`config.mk`:
```
export PLATFORM = sky130hd
export DESIGN_NAME = flash_poll_ctrl
export DESIGN_NICKNAME = d
export VERILOG_FILES = /design/src/rtl/flash_poll_pkg.sv /design/src/rtl/flash_bus_cycle.sv /design/src/rtl/flash_poll_ctrl.sv
export SDC_FILE = /design/constraint.sdc
export NUM_CORES = 1
export LEC_CHECK = 0
export BUFFER_PORTS_ARGS = -buffer_cell sky130_fd_sc_hd__buf_2
export CAP_MARGIN = 20
export CORE_MARGIN = 4
export CORE_UTILIZATION = 55
export CTS_CLUSTER_SIZE = 16
export DETAILED_ROUTE_END_ITERATION = 8
export GPL_ROUTABILITY_DRIVEN = 0
export MAX_ROUTING_LAYER = met4
export PLACE_DENSITY = 0.79
export SYNTH_ARGS = -nofsm -noshare
export SYNTH_HDL_FRONTEND = slang
export SYNTH_HIERARCHICAL = 1
export SYNTH_SLANG_ARGS = --single-unit
```
`constraint.sdc`:
```
create_clock -name SYS_CLK_I -period 3.5 [get_ports SYS_CLK_I]
set_input_delay 0.175 -clock SYS_CLK_I [delete_from_list [all_inputs] [get_ports SYS_CLK_I]]
set_output_delay 0.175 -clock SYS_CLK_I [all_outputs]
set_load 0.01 [all_outputs]
```
`src/rtl/flash_poll_pkg.sv`:
```
package flash_poll_pkg;
   // ********************************
   // status bit positions on the data bus
   // ********************************
   localparam int BIT_POLL = 7;
   localparam int BIT_TOGGLE = 6;
   localparam int BIT_FAIL = 5;
   localparam int BIT_WINDOW = 3;
   localparam int BIT_SECTOR_TOGGLE = 2;
   localparam int BIT_ABORT = 1;

   // ********************************
   // flash command words
   // ********************************
   localparam logic [15:0] CMD_RESET = 16'h00F0;
   localparam logic [15:0] CMD_ABORT_1 = 16'h00AA;
   localparam logic [15:0] CMD_ABORT_2 = 16'h0055;
   localparam logic [15:0] CMD_ABORT_3 = 16'h00F0;
   localparam logic [23:0] ADDR_UNLOCK_1 = 24'h00_0555;
   localparam logic [23:0] ADDR_UNLOCK_2 = 24'h00_02AA;

   // ********************************
   // controller register map (byte offsets)
   // ********************************
   localparam logic [7:0] OFF_CTRL = 8'h00;
   localparam logic [7:0] OFF_ADDR = 8'h04;
   localparam logic [7:0] OFF_STATUS = 8'h08;
   localparam logic [7:0] OFF_LAST = 8'h0C;
   localparam int CTRL_START = 0;
   localparam int CTRL_WINDOW_CHECK = 1;
   localparam int ST_BUSY = 0;
   localparam int ST_DONE = 1;
   localparam int ST_FAIL = 2;
   localparam int ST_ABORT = 3;
   localparam int ST_WINDOW_HIGH = 4;
   localparam logic [31:0] STATUS_RESET = 32'h0000_0000;

   // ********************************
   // pin timing
   // ********************************
   localparam int CLK_PERIOD_NS = 10;
   localparam int ACCESS_TIME_NS = 70;
   localparam int ACCESS_CYCLES =
      (ACCESS_TIME_NS + CLK_PERIOD_NS - 1) / CLK_PERIOD_NS;
   localparam int GAP_TIME_NS = 30;
   localparam int GAP_CYCLES =
      (GAP_TIME_NS + CLK_PERIOD_NS - 1) / CLK_PERIOD_NS;
   localparam logic [3:0] ACCESS_CNT = 4'(ACCESS_CYCLES);
   localparam logic [3:0] GAP_CNT = 4'(GAP_CYCLES);
endpackage

```
`src/rtl/flash_bus_cycle.sv`:
```
`timescale 1ns/100ps
// one read or write cycle on the flash pins; enables return high between cycles
module flash_bus_cycle
   import flash_poll_pkg::*;
(
   input wire logic clk_i,
   input wire logic resetn_i,
   input wire logic ce_i,
   input wire logic start_i,
   input wire logic write_i,
   input wire logic [23:0] addr_i,
   input wire logic [15:0] wdata_i,
   input wire logic [15:0] dq_i,
   output logic done_o,
   output logic [15:0] rdata_o,
   output logic [23:0] addr_o,
   output logic [15:0] dq_o,
   output logic dq_oe_o,
   output logic ce_n_o,
   output logic oe_n_o,
   output logic we_n_o
);
   typedef enum {C_IDLE, C_ACT, C_GAP} cyc_t;
   cyc_t st_reg;
   logic [3:0] cnt_reg;

   // ********************************
   // pin sequencer
   // ********************************
   // every cycle ends with ce and oe high so the next read is fresh
   always_ff @(posedge clk_i) begin
      if (!resetn_i) begin
         st_reg <= C_IDLE;
         cnt_reg <= 4'h0;
         done_o <= 1'b0;
         rdata_o <= 16'h0000;
         addr_o <= 24'h00_0000;
         dq_o <= 16'h0000;
         dq_oe_o <= 1'b0;
         ce_n_o <= 1'b1;
         oe_n_o <= 1'b1;
         we_n_o <= 1'b1;
      end else if (ce_i) begin
         done_o <= 1'b0;
         case (st_reg)
            C_IDLE: begin
               if (start_i) begin
                  st_reg <= C_ACT;
                  cnt_reg <= ACCESS_CNT;
                  addr_o <= addr_i;
                  dq_o <= wdata_i;
                  dq_oe_o <= write_i;
                  ce_n_o <= 1'b0;
                  oe_n_o <= write_i;
                  we_n_o <= !write_i;
               end
            end
            C_ACT: begin
               if (cnt_reg == 4'h1) begin
                  if (oe_n_o == 1'b0) begin
                     rdata_o <= dq_i;
                  end
                  ce_n_o <= 1'b1;
                  oe_n_o <= 1'b1;
                  we_n_o <= 1'b1;
                  st_reg <= C_GAP;
                  cnt_reg <= GAP_CNT;
               end else begin
                  cnt_reg <= cnt_reg - 4'h1;
               end
            end
            C_GAP: begin
               dq_oe_o <= 1'b0;
               if (cnt_reg == 4'h1) begin
                  st_reg <= C_IDLE;
                  done_o <= 1'b1;
               end else begin
                  cnt_reg <= cnt_reg - 4'h1;
               end
            end
            default: st_reg <= C_IDLE;
         endcase
      end
   end

   a_fresh_access: assert property (@(posedge clk_i) disable iff (!resetn_i)
      (done_o |-> ce_n_o && oe_n_o))
      else $error("flash enables low at end of cycle");
endmodule

```
`src/rtl/flash_poll_ctrl.sv`:
```
`timescale 1ns/100ps
// Behaviour
// - host toggles ce/oe between reads so each read is fresh
// - host reads status twice and compares toggle bits; equal means done
// - toggling with bit 5 high: recheck, then write reset if still toggling
// - resumed polling restarts from the initial double read; here each further read is compared with the read before it
// - after timing failure host writes the reset command
// - host may skip bit 3 checks if commands spaced within the window
// - host confirms erase start, then checks bit 3 around sector commands; here only the last read's bit 3 is kept if window check is set
// - bit 1 high on buffer abort; host issues abort reset sequence
module flash_poll_ctrl
   import flash_poll_pkg::*;
(
   input wire logic SYS_CLK_I,
   input wire logic RESETN_I,
   input wire logic CE_I,
   input wire logic [7:0] AWADDR_I,
   input wire logic AWVALID_I,
   output logic AWREADY_O,
   input wire logic [31:0] WDATA_I,
   input wire logic [3:0] WSTRB_I,
   input wire logic WVALID_I,
   output logic WREADY_O,
   output logic [1:0] BRESP_O,
   output logic BVALID_O,
   input wire logic BREADY_I,
   input wire logic [7:0] ARADDR_I,
   input wire logic ARVALID_I,
   output logic ARREADY_O,
   output logic [31:0] RDATA_O,
   output logic [1:0] RRESP_O,
   output logic RVALID_O,
   input wire logic RREADY_I,
   output logic [23:0] FLASH_ADDR_O,
   input wire logic [15:0] FLASH_DQ_I,
   output logic [15:0] FLASH_DQ_O,
   output logic FLASH_DQ_OE_O,
   output logic FLASH_CE_N_O,
   output logic FLASH_OE_N_O,
   output logic FLASH_WE_N_O
);
   typedef enum {P_IDLE, P_READ1, P_READ2, P_RECHECK, P_RESET1, P_RESET2,
      P_RESET3, P_WINDOW} poll_t;

   poll_t st_reg;
   logic [31:0] ctrl_reg;
   logic [23:0] addr_reg;
   logic [31:0] status_reg;
   logic [15:0] first_reg;
   logic [15:0] last_reg;
   logic cyc_start_reg;
   logic cyc_write_reg;
   logic [23:0] cyc_addr_reg;
   logic [15:0] cyc_wdata_reg;
   logic cyc_done;
   logic [15:0] cyc_rdata;
   logic aw_held_reg;
   logic w_held_reg;
   logic [7:0] aw_addr_reg;
   logic [31:0] w_data_reg;
   logic [3:0] w_strb_reg;
   logic start_pulse;

   // toggle bit differs between two reads
   function automatic logic toggling(input logic [15:0] a,
                                     input logic [15:0] b);
      toggling = a[BIT_TOGGLE] != b[BIT_TOGGLE];
   endfunction

   // ********************************
   // AXI4-Lite slave
   // ********************************
   // address and data taken in either order; response once both are held
   always_ff @(posedge SYS_CLK_I) begin
      if (!RESETN_I) begin
         AWREADY_O <= 1'b1;
         WREADY_O <= 1'b1;
         aw_held_reg <= 1'b0;
         w_held_reg <= 1'b0;
         aw_addr_reg <= 8'h00;
         w_data_reg <= 32'h0000_0000;
         w_strb_reg <= 4'h0;
         BVALID_O <= 1'b0;
         BRESP_O <= 2'b00;
      end else if (CE_I) begin
         if (AWVALID_I && AWREADY_O) begin
            aw_held_reg <= 1'b1;
            aw_addr_reg <= AWADDR_I;
            AWREADY_O <= 1'b0;
         end
         if (WVALID_I && WREADY_O) begin
            w_held_reg <= 1'b1;
            w_data_reg <= WDATA_I;
            w_strb_reg <= WSTRB_I;
            WREADY_O <= 1'b0;
         end
         if (aw_held_reg && w_held_reg && !BVALID_O) begin
            BVALID_O <= 1'b1;
            BRESP_O <= (aw_addr_reg == OFF_CTRL ||
               aw_addr_reg == OFF_ADDR) ? 2'b00 : 2'b10;
            aw_held_reg <= 1'b0;
            w_held_reg <= 1'b0;
         end
         if (BVALID_O && BREADY_I) begin
            BVALID_O <= 1'b0;
            AWREADY_O <= 1'b1;
            WREADY_O <= 1'b1;
         end
      end
   end

   assign start_pulse = CE_I && aw_held_reg && w_held_reg && !BVALID_O &&
      aw_addr_reg == OFF_CTRL && w_strb_reg[0] && w_data_reg[CTRL_START];

   // writable registers; start bit self-clears
   always_ff @(posedge SYS_CLK_I) begin
      if (!RESETN_I) begin
         ctrl_reg <= 32'h0000_0000;
         addr_reg <= 24'h00_0000;
      end else if (CE_I) begin
         if (aw_held_reg && w_held_reg && !BVALID_O) begin
            if (aw_addr_reg == OFF_CTRL && w_strb_reg[0]) begin
               ctrl_reg <= {30'h0000_0000, w_data_reg[CTRL_WINDOW_CHECK],
                  1'b0};
            end
            if (aw_addr_reg == OFF_ADDR) begin
               if (w_strb_reg[0]) addr_reg[7:0] <= w_data_reg[7:0];
               if (w_strb_reg[1]) addr_reg[15:8] <= w_data_reg[15:8];
               if (w_strb_reg[2]) addr_reg[23:16] <= w_data_reg[23:16];
            end
         end
      end
   end

   // read channel, answer one cycle after the address is taken
   always_ff @(posedge SYS_CLK_I) begin
      if (!RESETN_I) begin
         ARREADY_O <= 1'b1;
         RVALID_O <= 1'b0;
         RDATA_O <= 32'h0000_0000;
         RRESP_O <= 2'b00;
      end else if (CE_I) begin
         if (ARVALID_I && ARREADY_O) begin
            ARREADY_O <= 1'b0;
            RVALID_O <= 1'b1;
            RRESP_O <= 2'b00;
            case (ARADDR_I)
               OFF_CTRL: RDATA_O <= ctrl_reg;
               OFF_ADDR: RDATA_O <= {8'h00, addr_reg};
               OFF_STATUS: RDATA_O <= status_reg;
               OFF_LAST: RDATA_O <= {16'h0000, last_reg};
               default: begin
                  RDATA_O <= 32'h0000_0000;
                  RRESP_O <= 2'b10;
               end
            endcase
         end else if (RVALID_O && RREADY_I) begin
            RVALID_O <= 1'b0;
            ARREADY_O <= 1'b1;
         end
      end
   end

   // ********************************
   // polling engine
   // ********************************
   // a new start always begins at the first of the double read
   always_ff @(posedge SYS_CLK_I) begin
      if (!RESETN_I) begin
         st_reg <= P_IDLE;
         status_reg <= STATUS_RESET;
         first_reg <= 16'h0000;
         last_reg <= 16'h0000;
         cyc_start_reg <= 1'b0;
         cyc_write_reg <= 1'b0;
         cyc_addr_reg <= 24'h00_0000;
         cyc_wdata_reg <= 16'h0000;
      end else if (CE_I) begin
         cyc_start_reg <= 1'b0;
         case (st_reg)
            P_IDLE: begin
               if (start_pulse) begin
                  status_reg <= 32'h0000_0001;
                  st_reg <= P_READ1;
                  cyc_start_reg <= 1'b1;
                  cyc_write_reg <= 1'b0;
                  cyc_addr_reg <= addr_reg;
               end
            end
            P_READ1: begin
               if (cyc_done) begin
                  first_reg <= cyc_rdata;
                  last_reg <= cyc_rdata;
                  st_reg <= P_READ2;
                  cyc_start_reg <= 1'b1;
               end
            end
            P_READ2, P_RECHECK: begin
               if (cyc_done) begin
                  last_reg <= cyc_rdata;
                  first_reg <= cyc_rdata;
                  if (!toggling(first_reg, cyc_rdata)) begin
                     // toggle bits equal, operation done; optionally check window
                     // window check is optional, software may skip it
                     if (ctrl_reg[CTRL_WINDOW_CHECK]) begin
                        status_reg[ST_WINDOW_HIGH] <= cyc_rdata[BIT_WINDOW];
                     end
                     status_reg[ST_BUSY] <= 1'b0;
                     status_reg[ST_DONE] <= 1'b1;
                     st_reg <= P_IDLE;
                  end else if (cyc_rdata[BIT_ABORT]) begin
                     status_reg[ST_ABORT] <= 1'b1;
                     st_reg <= P_RESET1;
                     cyc_start_reg <= 1'b1;
                     cyc_write_reg <= 1'b1;
                     cyc_addr_reg <= ADDR_UNLOCK_1;
                     cyc_wdata_reg <= CMD_ABORT_1;
                  end else if (st_reg == P_RECHECK) begin
                     status_reg[ST_FAIL] <= 1'b1;
                     st_reg <= P_RESET3;
                     cyc_start_reg <= 1'b1;
                     cyc_write_reg <= 1'b1;
                     cyc_addr_reg <= addr_reg;
                     cyc_wdata_reg <= CMD_RESET;
                  end else begin
                     st_reg <= cyc_rdata[BIT_FAIL] ? P_RECHECK : P_READ2;
                     cyc_start_reg <= 1'b1;
                  end
               end
            end
            P_RESET1: begin
               if (cyc_done) begin
                  st_reg <= P_RESET2;
                  cyc_start_reg <= 1'b1;
                  cyc_addr_reg <= ADDR_UNLOCK_2;
                  cyc_wdata_reg <= CMD_ABORT_2;
               end
            end
            P_RESET2: begin
               if (cyc_done) begin
                  st_reg <= P_RESET3;
                  cyc_start_reg <= 1'b1;
                  cyc_addr_reg <= ADDR_UNLOCK_1;
                  cyc_wdata_reg <= CMD_ABORT_3;
               end
            end
            P_RESET3: begin
               if (cyc_done) begin
                  cyc_write_reg <= 1'b0;
                  status_reg[ST_BUSY] <= 1'b0;
                  st_reg <= P_IDLE;
               end
            end
            default: st_reg <= P_IDLE;
         endcase
      end
   end

   flash_bus_cycle u_cycle (
      .clk_i(SYS_CLK_I),
      .resetn_i(RESETN_I),
      .ce_i(CE_I),
      .start_i(cyc_start_reg),
      .write_i(cyc_write_reg),
      .addr_i(cyc_addr_reg),
      .wdata_i(cyc_wdata_reg),
      .dq_i(FLASH_DQ_I),
      .done_o(cyc_done),
      .rdata_o(cyc_rdata),
      .addr_o(FLASH_ADDR_O),
      .dq_o(FLASH_DQ_O),
      .dq_oe_o(FLASH_DQ_OE_O),
      .ce_n_o(FLASH_CE_N_O),
      .oe_n_o(FLASH_OE_N_O),
      .we_n_o(FLASH_WE_N_O)
   );

   a_done_on_equal: assert property (@(posedge SYS_CLK_I)
      disable iff (!RESETN_I)
      (CE_I && st_reg == P_READ2 && cyc_done &&
       !toggling(first_reg, cyc_rdata) |=> st_reg == P_IDLE &&
       status_reg[ST_DONE]))
      else $error("polling did not end on equal toggle bits");

   a_fail_recheck: assert property (@(posedge SYS_CLK_I)
      disable iff (!RESETN_I)
      (CE_I && st_reg == P_READ2 && cyc_done && !cyc_rdata[BIT_ABORT] &&
       toggling(first_reg, cyc_rdata) && cyc_rdata[BIT_FAIL]
       |=> st_reg == P_RECHECK))
      else $error("no recheck after failure bit");

   a_reset_write: assert property (@(posedge SYS_CLK_I)
      disable iff (!RESETN_I)
      ($rose(status_reg[ST_FAIL]) |-> st_reg == P_RESET3 &&
       cyc_wdata_reg == CMD_RESET && cyc_write_reg))
      else $error("reset command not issued after failure");

   a_abort_seq: assert property (@(posedge SYS_CLK_I)
      disable iff (!RESETN_I)
      ($rose(status_reg[ST_ABORT]) |-> st_reg == P_RESET1 &&
       cyc_wdata_reg == CMD_ABORT_1))
      else $error("abort reset sequence not started");

   // start always begins with a first read
   a_restart_read: assert property (@(posedge SYS_CLK_I)
      disable iff (!RESETN_I)
      (st_reg == P_IDLE && start_pulse |=> st_reg == P_READ1 &&
       cyc_start_reg && !cyc_write_reg))
      else $error("polling did not restart at double read");

   // flash enables released before next read
   a_enables_gap: assert property (@(posedge SYS_CLK_I)
      disable iff (!RESETN_I)
      (cyc_start_reg |-> FLASH_CE_N_O && FLASH_OE_N_O))
      else $error("new read started without enable release");

   // write response comes one cycle after both halves are held
   a_bresp_time: assert property (@(posedge SYS_CLK_I)
      disable iff (!RESETN_I)
      (CE_I && aw_held_reg && w_held_reg && !BVALID_O |=> BVALID_O))
      else $error("write response late");

   // read answer one cycle after address
   a_rresp_time: assert property (@(posedge SYS_CLK_I)
      disable iff (!RESETN_I)
      (CE_I && ARVALID_I && ARREADY_O |=> RVALID_O))
      else $error("read answer late");
endmodule

```
==> reports/metrics.yaml, run 1 <==
status: "complete, no violations"
root_buffer: "clkbuf_16"
dr.pass1.iters: 7
synthXorXnorAreaFrac_pct: 0.102
vias_per_cell: 5.49
rsz0062_at_grt: "no"
cpMaxStageDelayCell: "dfxtp_1"
total_power_mw: 4.99
yosys.area_share.simple_pct: 20.3
finalInstanceArea_sq_mm: 0.0106
fp.dieW_microns: 133
placed_cells: 1332
crit_buf_inv: 1
ys_seq_area_share_pct: 49.8
track_usage_pct: 25.2
r2r-start: "st_reg[2]"
io_buffers: 141
seq_area_sq_mm: 0.00428
antenna_found_initial: 0
relSlewSlack_pct: 28.8
dieArea_sq_mm: 0.0177
min_path_type: "in -> reg"
postPlaceCellArea_sq_mm: 0.00937
synth_area_leaders: "dfxtp_1 (50%), nand2_1 (9.8%), a21oi_1 (9.2%)"
drtIter0Drc: 506
io_pins: 161
rows: 45
synth_top_family_by_area: "simple AND/OR/NAND/NOR gates"
synthFlopType: "dfxtp_1"
cts_buffers: 22
wl_met1_mm: 9.55
setup_viol: 0
met3WireLength_mm: 1.37
drc: 0
hold_start: "ARADDR_I[3]"
p_leak_nw: 4.36
cts_tree: "built"
yosysTopAreaCell: "dfxtp_1"
crit_start: "st_reg[2]"
drv_slew: 0
worstPathRequired_ns: 3.85
path_cells: "inv_1, ha_1, o21bai_1, a21bo_2, nor2_1, a211oi_1"
grt_pass1_wl_mm: 36.0
worst-r2r-setup-slack_ns: 0.92
yosysWarnings: 6
synth_compound_area_share_pct: 18.7
finalNonFillerCells: 1423
dp_hpwl_mm: 14.3
rr_worst_depth: 6
mappedNetlistArea_sq_mm: 0.00860
setup-tns-final_ns: 0
vdd_ir_drop_max_uv: 338
final_common_cell: "nand2_1"
wl_mm: 22.7
crit_type: "reg -> reg"
final_antenna_net_count: 0
max-cap-violations: 0
clk_latency_ns: 0.50
crit_arrival_ns: 2.93
wl_per_cell_microns: 15.9
grt.overflow.total: 0
fin_skew_ns: 0.0177
synthArstFlopShare_pct: 0
htreeDepth: 1
drive_gt1_share_pct: 17.5
top_layer: "met4"
multi_input_area_sq_mm: 0.00393
start_util_pct: 56.4
critical_path.top_delay_family: "compound AO/OA/AOI/OAI gates"
diodes: 0
grt_max_degree: 63
final_nets: 1286
synth_edf_count: 0
clk_pin_slew_worst_paths_ns: 0.06
fillers: 1201
grt_pass1_vias: 7324
core_area_sq_mm: 0.0153
crit_path_start_kind: "flip-flop"
yosysTopAreaCellShare_pct: 49.8
finalCritPeriodShare_pct: 73.7
worst_path_largest_cell_delay_ns: 0.58
clock_sinks: 214
powerDensity_mw_per_mm2: 470
dr_total_vias: 7818
synth_cell_types: 67
die_y_microns: 133
muxShareOfSynthArea_pct: 4.41
endpoint_kind: "flip-flop"
hold_depth: 5
layout_common_cells: "nand2_1 (225), dfxtp_1 (214), a21oi_1 (159)"
hold_end: "RDATA_O[2]"
crit_path_max_fanout: 19
area_delta_synth_final_pct: 23.4
synthCells: 1034
fmax_ghz: 0.388
worstMarginPinSlew_ns: 1.07
clock_path_buffers: 3
timing.rr.end: "cyc_addr_reg[0]"
synth_seq_cells: 214
period_needed_ns: 2.58
hold_viol_final: 0
avgSynthCellArea_sq_um: 8.32
synth_fa_ha_area_share_pct: 1.45
post_cts_buffers: 0
hold-worst-slack_ns: 0.166
met2_length_mm: 11.0
==> synth_stat cells, drive strengths merged, types with 3 or more instances <==
cell type,number
nand2,225
dfxtp,214
a21oi,159
nor2,67
clkbuf,59
nand3,51
o21ai,42
mux2i,30
buf,27
a22oi,15
inv,14
a211oi,11
a2bb2oi,11
ha,10
and3,7
a31oi,5
and2,5
mux2,5
nand2b,5
nor2b,5
nor3,5
or3,4
or4,4
a21o,3
o211a,3
o211ai,3
o21a,3
o221a,3
or2,3
==> worst reg2reg max path, cell delays in order, from the launching register on <==
cell	delay [ns]
dfxtp_1	0.58
inv_1	0.09
ha_1	0.40
o21bai_1	0.30
a21bo_2	0.33
nor2_1	0.58
a211oi_1	0.17
==> cell type report <==
cell class | count | share of cell area [%]
flip-flops and latches | 214 | 40.3
multi-input cells | 736 | 37.0
repair buffers | 211 | 13.0
clock buffers | 29 | 6.01
well taps | 211 | 2.49
clock inverters | 7 | 0.589
inverters | 15 | 0.542
==> worst max path at each step <==
stage	endpoint	slack, ns	depth (start not counted)
2_1_floorplan	cyc_addr_reg[16]	1.44	9
3_3_place_gp	cyc_addr_reg[4]	0.99	6
3_5_place_dp	cyc_addr_reg[7]	0.97	6
4_1_cts	cyc_addr_reg[0]	0.94	6
5_1_grt	cyc_addr_reg[2]	0.65	5
6_report	cyc_addr_reg[0]	0.92	6
==> layer usage <==
| layer | track usage (%) | up-vias |
|---|---|---|
| met5 | - | - |
| met4 | 9.87 | 0 |
| met3 | 4.07 | 54 |
| met2 | 41.7 | 257 |
| met1 | 30.8 | 3646 |
| li1 | - | 3861 |
==> kinds of logic after synthesis <==
family | Yosys count
flip-flops | 214
buffers and inverters | 101
XOR/XNOR | 1
multiplexers | 36
other | 1
AND/OR/NAND/NOR | 398
AO/OA/AOI/OAI | 273
adder cells (fa/ha/maj) | 10
==> per-stage QoR <==
stage	setup WS, ns	utilization (%)
after floorplan	1.44	-
after global placement	0.989	61.4
after detailed placement	0.971	61.4
after CTS	0.938	69.6
after global routing	0.648	69.6
final	0.920	69.6
==> what timing repair did <==
item | 4_1_cts | 5_1_grt
resized for setup | 0 | 0
endpoints found under the hold margin | 55 | 0
hold buffers | 55 | 0
==> where the power goes <==
part           switching [mW]  total (mW)  internal (mW)
registers              0.0155        2.48           2.46
clock network           0.924        2.27           1.35
logic                   0.138       0.243          0.105
Note: power is estimated with default switching activity, not from simulation.
==> run 2: changes to the inputs <==
--- a/config.mk
+++ b/config.mk
@@ -8,12 +8,12 @@
 export BUFFER_PORTS_ARGS = -buffer_cell sky130_fd_sc_hd__buf_2
 export CAP_MARGIN = 20
 export CORE_MARGIN = 4
-export CORE_UTILIZATION = 55
+export CORE_UTILIZATION = 50
 export CTS_CLUSTER_SIZE = 16
 export DETAILED_ROUTE_END_ITERATION = 8
 export GPL_ROUTABILITY_DRIVEN = 0
 export MAX_ROUTING_LAYER = met4
-export PLACE_DENSITY = 0.79
+export PLACE_DENSITY = 0.76
 export SYNTH_ARGS = -nofsm -noshare
 export SYNTH_HDL_FRONTEND = slang
 export SYNTH_HIERARCHICAL = 1
==> constraint.sdc (replaced) <==
create_clock -name SYS_CLK_I -period 2.2 [get_ports SYS_CLK_I]
set_input_delay 0.11 -clock SYS_CLK_I [delete_from_list [all_inputs] [get_ports SYS_CLK_I]]
set_output_delay 0.11 -clock SYS_CLK_I [all_outputs]
set_load 0.01 [all_outputs]
==> run 2 against run 1 <==
Count of clock-buffer cells in the layout up 4. Worst hold slack worse by 0.058 ns. Routed wire length up 0.21%. Sequential share of layout area down 0.71 points. First-iteration DRC count up 2.4%. Combinational power up 63%. Register-to-register slack worse by 0.73 ns. Flip-flop and latch count unchanged. Sequential power up 59%. Clock skew down 0.0096 ns.
==> reports/metrics.yaml, run 2 (synthesized netlist as in run 1, its figures left out) <==
vias_per_cell: 5.37
status: "complete, no violations"
clk_latency_ns: 0.50
crit_path_start_kind: "flip-flop"
setup_viol: 0
finalNonFillerCells: 1450
final_common_cell: "nand2_1"
finalInstanceArea_sq_mm: 0.0108
core_area_sq_mm: 0.0167
finalCritPeriodShare_pct: 91.4
postPlaceCellArea_sq_mm: 0.00950
grt_pass1_vias: 7351
endpoint_kind: "flip-flop"
crit_type: "reg -> reg"
track_usage_pct: 23.3
wl_mm: 22.7
cpMaxStageDelayCell: "or4_1"
hold-worst-slack_ns: 0.109
die_y_microns: 139
htreeDepth: 1
rows: 47
io_buffers: 141
final_antenna_net_count: 0
start_util_pct: 51.5
wl_per_cell_microns: 15.7
powerDensity_mw_per_mm2: 750
fp.dieW_microns: 139
io_pins: 161
root_buffer: "clkbuf_16"
period_needed_ns: 2.01
post_cts_buffers: 0
grt_pass1_wl_mm: 36.8
drc: 0
path_cells: "nor4_1, and4_1, o22ai_2, or4_1, a21oi_1"
total_power_mw: 8.11
dr_total_vias: 7785
worstMarginPinSlew_ns: 0.585
placed_cells: 1354
p_leak_nw: 4.45
clock_path_buffers: 3
cts_tree: "built"
grt_max_degree: 129
fin_skew_ns: 0.00817
max-cap-violations: 0
vdd_ir_drop_max_uv: 538
cts_buffers: 23
dieArea_sq_mm: 0.0194
hold_depth: 5
dr.pass1.iters: 5
dp_hpwl_mm: 14.7
final_nets: 1301
min_path_type: "in -> reg"
worstPathRequired_ns: 2.63
fmax_ghz: 0.497
area_delta_synth_final_pct: 25.6
layout_common_cells: "nand2_1 (225), dfxtp_1 (214), a21oi_1 (159)"
drv_slew: 0
relSlewSlack_pct: 61.0
rsz0062_at_grt: "no"
crit_arrival_ns: 2.44
antenna_found_initial: 0
setup-tns-final_ns: 0
rr_worst_depth: 5
worst_path_largest_cell_delay_ns: 0.51
hold_viol_final: 0
clock_sinks: 214
clk_pin_slew_worst_paths_ns: 0.06
crit_path_max_fanout: 8
grt.overflow.total: 0
drtIter0Drc: 518
diodes: 0
drive_gt1_share_pct: 18.7
==> run 2: cell types whose count changed in the layout (fill, tap and decap cells not counted), sizes merged <==
cell / before / now
buf: 156 / 169
clkinvlp: 1 / 2
dlygate4sd3: 55 / 56
clkbuf: 29 / 33
clkinv: 7 / 6
==> run 2: routing by layer <==
layer	part of all wire (%)	vias to the layer above	track usage, %
met1	43	3599	30.3
met4	3.2	0	8.29
met5	0	-	-
met3	5.5	49	3.41
met2	48	256	37.4
li1	-	3881	-
==> run 2: worst max-delay path: cells and delay by family (launching register included) <==
family	cells	cell delay (ns)
flops	1	0.31
compound gates	2	0.36
simple gates	3	1.28
==> run 2: worst paths after layout <==
path	from	to	slack, ns
worst max register to register	aw_addr_reg[3]	st_reg[0]	0.19
worst max-delay path	aw_addr_reg[3]	st_reg[0]	0.19
worst min register to register	u_cycle/addr_o[14]	u_cycle/addr_o[14]	0.45
worst min-delay path	ARADDR_I[3]	RDATA_O[4]	0.11
==> run 2: per-stage QoR <==
step                      util [%]  setup WS (ns)
after detailed placement      56.9          0.119
after floorplan                  -          0.137
after global routing          64.7         0.0434
after global placement        56.9          0.133
after CTS                     64.7         0.0938
final                         64.7          0.189
==> run 2: area by class of cell <==
class	instances	area, sq um
repair buffers	225	1500
inverters	15	57.6
fillers	1401	5890
clock inverters	7	68.8
well taps	220	275
flip-flops and latches	214	4280
multi-input cells	736	3940
clock buffers	33	683
==> run 2: report_power, final <==
part           total [mW]  switching, mW  internal (mW)  leakage [nW]
Combinational       0.397          0.225          0.172          2.35
Sequential           3.94         0.0224           3.91          1.73
Clock                3.77           1.50           2.27         0.368
Total                8.11           1.75           6.36          4.45
==> run 2: repair_timing <==
action	in CTS	in global routing
setup endpoints to repair	0	7
hold endpoints to repair	63	0
resized for setup	0	1
hold buffers	56	0
==> run 3: changes to the inputs <==
--- a/config.mk
+++ b/config.mk
@@ -7,11 +7,12 @@
 export LEC_CHECK = 0
 export BUFFER_PORTS_ARGS = -buffer_cell sky130_fd_sc_hd__buf_2
 export CAP_MARGIN = 20
-export CORE_MARGIN = 4
+export CORE_MARGIN = 5
 export CORE_UTILIZATION = 50
 export CTS_CLUSTER_SIZE = 16
 export DETAILED_ROUTE_END_ITERATION = 8
 export GPL_ROUTABILITY_DRIVEN = 0
+export GPL_TIMING_DRIVEN = 1
 export MAX_ROUTING_LAYER = met4
 export PLACE_DENSITY = 0.76
 export SYNTH_ARGS = -nofsm -noshare
==> run 3 against run 2 <==
Critical path depth grew 2. Design area shrank 0.42%. Via count about the same. Cell count increased by 0.48%. Highest routed layer unchanged. First-iteration DRC count down 11%. Routed wire length fell by 1.0%. Non-clock buffer count rose by 3. Critical path type unchanged. Setup slack worse by 0.018 ns. Critical endpoint is now cyc_write_reg. Sequential power about the same. Register-to-register slack lost 0.02 ns.
==> reports/metrics.yaml, run 3 (synthesized netlist as in run 1, its figures left out) <==
fp.dieW_microns: 141
dieArea_sq_mm: 0.0199
clock_sinks: 214
p_leak_nw: 4.44
dp_hpwl_mm: 15.1
rsz0062_at_grt: "no"
period_needed_ns: 2.03
timing.rr.end: "cyc_write_reg"
final_antenna_net_count: 0
hold_start: "ARADDR_I[3]"
crit_arrival_ns: 2.42
vias_per_cell: 5.34
endpoint_kind: "flip-flop"
final_common_cell: "nand2_1"
root_buffer: "clkbuf_16"
setup_viol: 0
drtIter0Drc: 462
total_power_mw: 7.88
die_y_microns: 141
area_delta_synth_final_pct: 25.1
final_nets: 1304
core_area_sq_mm: 0.0171
wl_per_cell_microns: 15.4
min_path_type: "in -> reg"
hold_depth: 5
drive_gt1_share_pct: 18.8
hold_viol_final: 0
start_util_pct: 50.3
clk_pin_slew_worst_paths_ns: 0.06
crit_path_start_kind: "flip-flop"
status: "complete, no violations"
crit_path_max_fanout: 15
worstPathRequired_ns: 2.59
grt.overflow.total: 0
crit_type: "reg -> reg"
clk_latency_ns: 0.50
fin_skew_ns: 0.0145
crit_start: "st_reg[2]"
rr_worst_depth: 7
wl_mm: 22.5
setup-tns-final_ns: 0
drv_slew: 0
dr.pass1.iters: 6
cts_buffers: 23
vdd_ir_drop_max_uv: 472
drc: 0
relSlewSlack_pct: 60.2
layout_common_cells: "nand2_1 (225), dfxtp_1 (214), a21oi_1 (159)"
rows: 48
diodes: 0
htreeDepth: 1
clock_path_buffers: 3
grt_pass1_wl_mm: 36.6
worst-r2r-setup-slack_ns: 0.17
worstMarginPinSlew_ns: 0.597
io_buffers: 141
dr_total_vias: 7784
track_usage_pct: 22.6
io_pins: 161
r2r-start: "st_reg[2]"
antenna_found_initial: 0
max-cap-violations: 0
post_cts_buffers: 0
cts_tree: "built"
finalCritPeriodShare_pct: 92.3
hold_end: "RDATA_O[4]"
grt_max_degree: 60
grt_pass1_vias: 7367
fmax_ghz: 0.493
powerDensity_mw_per_mm2: 732
-- run 3: metrics by stage --
stage          utilization, %  instance area, sq um  hold slack (ns)  instances  worst slack (ns)
6_report                 62.9                 10800           0.0772       1457             0.170
5_1_grt                  62.9                 10800            0.106       1457           0.00247
4_1_cts                  62.9                 10800           0.0745       1457            0.0321
3_5_place_dp             55.6                  9510            0.358       1363            0.0373
3_3_place_gp             55.6                  9510            0.354       1363             0.114
2_1_floorplan               -                  8670            0.243       1051             0.137
-- run 3: worst max path at each step --
stage	to	cells after the start	slack (ns)
floorplan	cyc_addr_reg[16]	9	0.14
global placement	cyc_addr_reg[1]	6	0.11
detailed placement	cyc_addr_reg[4]	6	0.04
CTS	cyc_addr_reg[4]	6	0.03
global route	cyc_addr_reg[11]	7	0.002
finish	cyc_write_reg	7	0.17
-- run 3: critical path: stages (launching register included) --
cell and delay (ns):
dfxtp_1 0.46, inv_1 0.08, ha_1 0.22, buf_4 0.20, or3_1 0.38, a21oi_1 0.17
o22ai_1 0.13, o221a_2 0.29
-- run 3: repair_timing --
item | in CTS | in global routing
hold buffers | 55 | 0
setup endpoints to repair | 0 | 11
hold endpoints to repair | 56 | 0
resized for setup | 0 | 1
-- run 3: cell type report --
cell class	instances	area (sq um)
Clock buffer	31	646
Inverter	15	57.6
Sequential cell	214	4280
Timing Repair Buffer	228	1510
Tap cell	225	282
Clock inverter	8	53.8
Multi-Input combinational cell	736	3930
Fill cell	1469	6350
-- run 3: metal layers --
layer  vias up  wire length [microns]  GRT usage, %
met3        57                   1450          3.15
met5         -                      0             -
met1      3585                   9610          28.7
met2       264                  10600          37.0
li1       3878                      -             -
met4         0                    850          8.47
-- run 3: power by group --
| group | total (mW) | internal [mW] | switching (mW) |
|---|---|---|---|
| Sequential | 3.94 | 3.91 | 0.0231 |
| Clock | 3.55 | 2.06 | 1.49 |
| Combinational | 0.393 | 0.171 | 0.222 |
